File: src/rtl/mpu_pkg.sv
// mpu_pkg: register map, field layout and attribute codes of the region checker
// assumes: one processor clock domain, byte-addressed register bus with word registers
package mpu_pkg;
	// ==========================================================
	// register map
	localparam logic [31:0] ADDR_SELECT     = 32'hE000ED98;
	localparam logic [31:0] OFS_BASE        = 32'h00000004;
	localparam logic [31:0] OFS_ATTR        = 32'h00000008;
	localparam logic [31:0] OFS_ALIAS_STEP  = 32'h00000008;
	localparam int          NUM_ALIAS       = 4;
	localparam int          NUM_REGIONS     = 8;
	localparam logic [31:0] RESET_VALUE     = 32'h00000000;
	// ==========================================================
	// base register fields
	localparam int BASE_VALID_BIT = 4;
	localparam int BASE_REGION_LO = 0;
	localparam int BASE_ADDR_LO   = 5;
	// ==========================================================
	// attribute and size word fields
	localparam int ATTR_ENABLE_BIT = 0;
	localparam int ATTR_SIZE_LO    = 1;
	localparam int ATTR_SRD_LO     = 8;
	localparam int ATTR_B_BIT      = 16;
	localparam int ATTR_C_BIT      = 17;
	localparam int ATTR_S_BIT      = 18;
	localparam int ATTR_TEX_LO     = 19;
	localparam int ATTR_AP_LO      = 24;
	localparam int ATTR_XN_BIT     = 28;
	localparam logic [4:0] SIZE_MIN_SUB = 5'h07;
	// ==========================================================
	// access permission codes
	localparam logic [2:0] AP_NONE    = 3'h0;
	localparam logic [2:0] AP_PRIV_RW = 3'h1;
	localparam logic [2:0] AP_USER_RO = 3'h2;
	localparam logic [2:0] AP_FULL    = 3'h3;
	localparam logic [2:0] AP_RSVD    = 3'h4;
	localparam logic [2:0] AP_PRIV_RO = 3'h5;
	// ==========================================================
	// memory types
	typedef enum logic [1:0] {
		MT_STRONG = 2'b00,
		MT_DEVICE = 2'b01,
		MT_NORMAL = 2'b10,
		MT_RSVD   = 2'b11
	} mem_type_t;
	// cache policy codes
	localparam logic [1:0] CP_NONCACHE = 2'h0;
	localparam logic [1:0] CP_WB_WRA   = 2'h1;
	localparam logic [1:0] CP_WT_NOWA  = 2'h2;
	localparam logic [1:0] CP_WB_NOWA  = 2'h3;
endpackage

File: src/rtl/mpu_attr_decode.sv
// mpu_attr_decode: memory type and permission decode of one region setting
// assumes: attribute fields taken from the winning region
`timescale 1ns/100ps
`default_nettype none
module mpu_attr_decode (
	input  wire logic [2:0]          i_tex,
	input  wire logic                i_s,
	input  wire logic                i_c,
	input  wire logic                i_b,
	input  wire logic [2:0]          i_ap,
	input  wire logic                i_priv,
	input  wire logic                i_write,
	output mpu_pkg::mem_type_t       o_type,
	output logic                     o_share,
	output logic [1:0]               o_inner,
	output logic [1:0]               o_outer,
	output logic                     o_allow
);
	// ==========================================================
	// memory type
	always_comb begin
		o_type  = mpu_pkg::MT_RSVD;
		o_share = i_s;
		o_inner = mpu_pkg::CP_NONCACHE;
		o_outer = mpu_pkg::CP_NONCACHE;
		if (i_tex[2]) begin
			o_type  = mpu_pkg::MT_NORMAL;
			o_inner = {i_c, i_b};
			o_outer = i_tex[1:0];
		end else if (i_tex == 3'h0) begin
			if (!i_c && !i_b) begin
				o_type  = mpu_pkg::MT_STRONG;
				o_share = 1'b1;
			end else if (!i_c) begin
				o_type  = mpu_pkg::MT_DEVICE;
				o_share = 1'b1;
			end else begin
				o_type  = mpu_pkg::MT_NORMAL;
				o_inner = mpu_pkg::CP_WT_NOWA;
				o_outer = mpu_pkg::CP_WT_NOWA;
			end
		end else if (i_tex == 3'h1) begin
			if (!i_c && !i_b) begin
				o_type = mpu_pkg::MT_NORMAL;
			end else if (i_c && i_b) begin
				o_type  = mpu_pkg::MT_NORMAL;
				o_inner = mpu_pkg::CP_WB_WRA;
				o_outer = mpu_pkg::CP_WB_WRA;
			end
		end else if (i_tex == 3'h2 && !i_c && !i_b) begin
			o_type  = mpu_pkg::MT_DEVICE;
			o_share = 1'b0;
		end
	end
	// ==========================================================
	// access permission
	always_comb begin
		case (i_ap)
			mpu_pkg::AP_NONE:    o_allow = 1'b0;
			mpu_pkg::AP_PRIV_RW: o_allow = i_priv;
			mpu_pkg::AP_USER_RO: o_allow = i_priv || !i_write;
			mpu_pkg::AP_FULL:    o_allow = 1'b1;
			mpu_pkg::AP_RSVD:    o_allow = 1'b0;
			mpu_pkg::AP_PRIV_RO: o_allow = i_priv && !i_write;
			default:             o_allow = !i_write;
		endcase
	end
endmodule
`default_nettype wire

File: config.mk
export PLATFORM = sky130hd
export DESIGN_NAME = mpu_attr_decode
export DESIGN_NICKNAME = d
export VERILOG_FILES = /design/src/rtl/mpu_pkg.sv /design/src/rtl/mpu_attr_decode.sv
export SDC_FILE = /design/constraint.sdc
export NUM_CORES = 1
export LEC_CHECK = 0
export BUFFER_PORTS_ARGS = -buffer_cell sky130_fd_sc_hd__buf_2
export CORE_AREA = 10 10 47 49
export DETAILED_ROUTE_END_ITERATION = 10
export DIE_AREA = 0 0 57 59
export GPL_ROUTABILITY_DRIVEN = 0
export GPL_TIMING_DRIVEN = 0
export SETUP_SLACK_MARGIN = 0.05
export SYNTH_ARGS = -nofsm -noshare
export SYNTH_HDL_FRONTEND = slang
export SYNTH_SLANG_ARGS = --single-unit
File: constraint.sdc
create_clock -name vclk -period 2.53
set_input_delay 0.3795 -clock vclk [all_inputs]
set_output_delay 0.3795 -clock vclk [all_outputs]
set_load 0.05 [all_outputs]
# After elaboration in Yosys (flattened, before gate mapping)
# Index checks and enable logic that the tools add are counted.
# Widths: inputs -> output; s select.
[totals]
register_bits = 0
input_bits = 11
[op_classes]
n_reduce_logical = 12
n_mux = 23
eq_ne = 7
[op_table]
columns = ["op", "count"]
rows = [
  ["$mux 2", 11],
  ["$mux 1", 11],
  ["$eq 3x2->1 const B", 3],
  ["$eq 3x1->1 const B", 2],
  ["$eq 3x3->1 const B", 2],
  ["$logic_not 3->1", 2],
  ["$logic_and 1x1->1", 5],
  ["$pmux 1 s5", 1],
  ["$logic_not 1->1", 3],
  ["$reduce_or 2->1", 1],
  ["$logic_or 1x1->1", 1],
]

# Longest topological paths before layout
[depth]
depth_word = 7
depth_mapped = 5

# Least setup slack after synthesis
# OpenSTA, ideal clock, no wires.
[synth_path]
path_type = "input port to output port"
from = "input port i_c"
to = "output port o_inner[0]"
stages = 4
slack_ps = 359
arrival_ps = 1791
t_required_ps = 2151
cell_sequence = "ha_1 -> nor2b_1 -> nand2_1 -> o21ai_0"
[synth_between]
elab_chain_cells = 6
elab_cells_between_ends = 9
cone_classes = "mux: 6; reduce/logical: 3"
[synth_rtl]
columns = ["item", "line", "rtl"]
rows = [
  ["start, declared", "mpu_attr_decode.sv:8", "input wire logic i_c,"],
  ["$logic_and 1x1->1 / $logic_not 1->1 (equally long branches)", "mpu_attr_decode.sv:45, mpu_attr_decode.sv:31, mpu_attr_decode.sv:43", ""],
  ["$mux 1 / $logic_and 1x1->1 (equally long branches)", "mpu_attr_decode.sv:45, mpu_attr_decode.sv:31, mpu_attr_decode.sv:43", ""],
  ["$mux 1", "mpu_attr_decode.sv:43", "if (!i_c && !i_b) begin"],
  ["$mux 1", "mpu_attr_decode.sv:42", "end else if (i_tex == 3'h1) begin"],
  ["$mux 2 (*)", "mpu_attr_decode.sv:30", "end else if (i_tex == 3'h0) begin"],
  ["$mux 2 (*)", "mpu_attr_decode.sv:26", "if (i_tex[2]) begin"],
  ["end, declared", "mpu_attr_decode.sv:15", "output logic [1:0] o_inner,"],
]
# Mark *: on every way between the ends. The rest lies on a longest branch, timed or not.

# Worst setup path in the final report
[layout_path]
from = "input port i_c"
to = "output port o_outer[1]"
[layout_between]
elab_chain_cells = 5
elab_cells_between_ends = 6
cone_classes = "mux: 4; reduce/logical: 2"
[layout_rtl]
columns = ["item", "line", "rtl"]
rows = [
  ["$logic_not 1->1", "mpu_attr_decode.sv:31", "if (!i_c && !i_b) begin"],
  ["$logic_and 1x1->1", "mpu_attr_decode.sv:31", ""],
  ["$mux 2 (*)", "mpu_attr_decode.sv:31", ""],
  ["$mux 2 (*)", "mpu_attr_decode.sv:30", ""],
  ["$mux 2 (*)", "mpu_attr_decode.sv:26", ""],
  ["end, declared", "mpu_attr_decode.sv:16", "output logic [1:0] o_outer,"],
]
# Marked as above.

==> metrics.log <==
[metrics] startpoint class of the critical path: input port
[metrics] initial antenna violation count: 0
[metrics] total power: 0.0754 mW
[metrics] Remaining Overflow, GRT: 0
[metrics] summed negative setup slack over all endpoints: 0 ns
[metrics] proportion of synthesized chip area in sequential cells: 0
[metrics] number of distinct standard cells referenced by the synthesized netlist: 18
[metrics] min Tclk post-route: 1.90 ns
[metrics] wire length of the first global-routing pass: 1060 um
[metrics] first drt pass iteration count: 1
[metrics] share of synthesized cell area in and, or, nand and nor gates: 0.231
[metrics] Max-Cap Viols: 0
[metrics] min-delay worst type: in2out
[metrics] global routing usage on met3: 0.0279
[metrics] number of warnings printed during yosys synthesis: 0
[metrics] post-synthesis compound-gate area fraction: 0.394
[metrics] status: finished, final reports clean
[metrics] area share of xor/xnor cells in the synthesized design: 0
[metrics] cell area after synthesis: 200 um2
[metrics] worst path required time: 2.15 ns
[metrics] # port buffers: 17
[metrics] Initial Utilization: 0.143
[metrics] element type at the critical path end: primary output
[metrics] delay of the slowest critical-path stage: 0.25 ns
[metrics] number of design rule violations left after detail routing: 0
[metrics] Max Clk Rate: 0.527 GHz
[metrics] post-synthesis area per instance: 6.67 um2
[metrics] max-slew violation count: 0
[metrics] global routing usage on met1: 0.0322
[metrics] WS Path Type: in2out
[metrics] post-synthesis to final-layout area growth: 52.5%
[metrics] setup repair after global routing missed its margin: no
[metrics] critical-path cell list: buf_2 > inv_1 > ha_1 > nand2b_1 > nor4_1 > a21o_2 > buf_2
[metrics] die height: 59 um
[metrics] Die ar.: 0.00336 mm2
[metrics] post-synthesis net count: 44
[metrics] top fanout value on the critical path: 4
[metrics] final setup vio count: 0
[metrics] sequential cell area in the final layout: 0 um2
[metrics] endpoint arrival time on the critical path: 1.52 ns
[metrics] vias in the first global route: 252
[metrics] final critical-path share of the clock period: 0.749
[metrics] Leakage Power: 0.172 nW
[metrics] total wire length after detailed routing: 684 um
[metrics] core footprint: 0.00140 mm2
[metrics] Resized Gates After CTS: 0
[metrics] violation count after the first detailed-routing iteration: 0
[metrics] vias per inst: 4.17
[metrics] number of nets still failing antenna checks after routing: 0
[metrics] Boundary Pins: 19
[metrics] Net count, final: 63
[metrics] Syn Inst Count: 30
[metrics] sequential cell count: 0
[metrics] postcts setup bufs: 0
[metrics] combined global-route utilization of all metal layers: 0.0355
[metrics] combinational family with the most area after synthesis: compound AO/OA/AOI/OAI gates
[metrics] Routed WL per cell: 10.9 um
[metrics] Via Count: 263
[metrics] met2 global-route usage: 0.0651
[metrics] Tightest Pin Transition: 0.241 ns
[metrics] Power Dens Cells: 247 mW/mm2
[metrics] adder and majority cell fraction of the synthesized area: 0.188
[metrics] pin count of the biggest net entering global routing: 10
[metrics] fraction of synthesized area in multiplexers: 0.0500
[metrics] busiest metal layer after global routing: met2
[metrics] number of hold buffers added after CTS: 0
[metrics] final hold violation count: 0
[metrics] share of layout cells above drive strength 1: 0.447
[metrics] Die X: 57 um
[metrics] highest-delay cell along the critical path: sky130_fd_sc_hd__buf_2
[metrics] total number of placement rows: 14
[metrics] most frequent cell on the critical path: sky130_fd_sc_hd__buf_2
[metrics] total inserted antenna cells: 0
[metrics] number of clock buffer instances in the layout: 0
[metrics] number of filler instances in the final layout: 169
[metrics] Worst VDD drop: 0.0000385 V
[metrics] worst slew slack as a fraction of its limit: 0.838
critical path, delay by kind of cell:
kind                     cells  cell delay [ns]
adder cells (fa/ha/maj)      1             0.21
AO/OA/AOI/OAI                1             0.12
AND/OR/NAND/NOR              2             0.35
buffers and inverters        3             0.46
area by class of cell:
type,count,area (um2),share of cell area
Timing Repair Buffer,17,85.1,0.279
Buffer,2,16.3,0.0533
Inverter,3,11.3,0.0369
Tap cell,16,20.0,0.0656
Multi-Input combinational cell,25,173,0.566
cells in the mapped netlist:
master / instances / area [um2]
sky130_fd_sc_hd__a21o_2: 1 / 8.76
sky130_fd_sc_hd__a21oi_1: 5 / 25.0
sky130_fd_sc_hd__a22o_1: 1 / 8.76
sky130_fd_sc_hd__buf_2: 1 / 5.00
sky130_fd_sc_hd__buf_6: 1 / 11.3
sky130_fd_sc_hd__ha_1: 3 / 37.5
sky130_fd_sc_hd__inv_1: 3 / 11.3
sky130_fd_sc_hd__mux2i_1: 1 / 10.0
sky130_fd_sc_hd__nand2_1: 3 / 11.3
sky130_fd_sc_hd__nand2b_1: 1 / 6.26
sky130_fd_sc_hd__nor2_1: 3 / 11.3
sky130_fd_sc_hd__nor2b_1: 1 / 6.26
sky130_fd_sc_hd__nor3_1: 1 / 5.00
sky130_fd_sc_hd__nor4_1: 1 / 6.26
sky130_fd_sc_hd__o21a_1: 1 / 7.51
sky130_fd_sc_hd__o21ai_0: 1 / 5.00
sky130_fd_sc_hd__o21bai_1: 1 / 7.51
sky130_fd_sc_hd__o41ai_2: 1 / 16.3
metal layers:
| metal | vias to the layer above | share of wire |
|---|---|---|
| met5 | - | 0 |
| met4 | 0 | 0 |
| met3 | 0 | 0.21 |
| met2 | 15 | 0.44 |
| met1 | 110 | 0.35 |
| li1 | 138 | - |
worst paths after layout:
kind / from / endpoint / slack, ns / depth (start not counted)
setup / recovery: i_c / o_outer[1] / 0.63 / 7
hold / removal: i_write / o_allow / 1.08 / 3
cell families (layout without fill, tap and decap cells):
family	after synthesis	in the layout
muxes	1	1
buffers and inverters	5	22
AOI/OAI and AO/OA	11	11
adders and majority gates	3	3
and+or+nand+nor	10	10
placed cells by master, fill, tap and decap left out:
cell type	instances
sky130_fd_sc_hd__a21o_2	1
sky130_fd_sc_hd__o21a_1	1
sky130_fd_sc_hd__buf_6	1
sky130_fd_sc_hd__o21bai_1	1
sky130_fd_sc_hd__buf_2	18
sky130_fd_sc_hd__nor2_1	3
sky130_fd_sc_hd__o41ai_2	1
sky130_fd_sc_hd__o21ai_0	1
sky130_fd_sc_hd__nor3_1	1
sky130_fd_sc_hd__a22o_1	1
sky130_fd_sc_hd__inv_1	3
sky130_fd_sc_hd__ha_1	3
sky130_fd_sc_hd__nand2b_1	1
sky130_fd_sc_hd__nor2b_1	1
sky130_fd_sc_hd__nand2_1	3
sky130_fd_sc_hd__mux2i_1	1
sky130_fd_sc_hd__nor4_1	1
sky130_fd_sc_hd__a21oi_1	5
per-stage QoR:
| step | setup WS, ns | cell area [um2] | cells | utilization | hold slack, ns |
|---|---|---|---|---|---|
| floorplan | 0.359 | 200 | 30 | - | 1.02 |
| global placement | 0.622 | 305 | 63 | 0.218 | 1.08 |
| detailed placement | 0.622 | 305 | 63 | 0.218 | 1.09 |
| CTS | 0.621 | 305 | 63 | 0.218 | 1.09 |
| global route | 0.552 | 305 | 63 | 0.218 | 1.11 |
| finish | 0.634 | 305 | 63 | 0.218 | 1.08 |
report_power, final:
group          internal (mW)  total [mW]  leakage [nW]  switching, mW
sequential                 0           0             0              0
clock                      0           0             0              0
combinational         0.0231      0.0754         0.172         0.0523
total                 0.0231      0.0754         0.172         0.0523
Power figures use the tool's default switching activity.
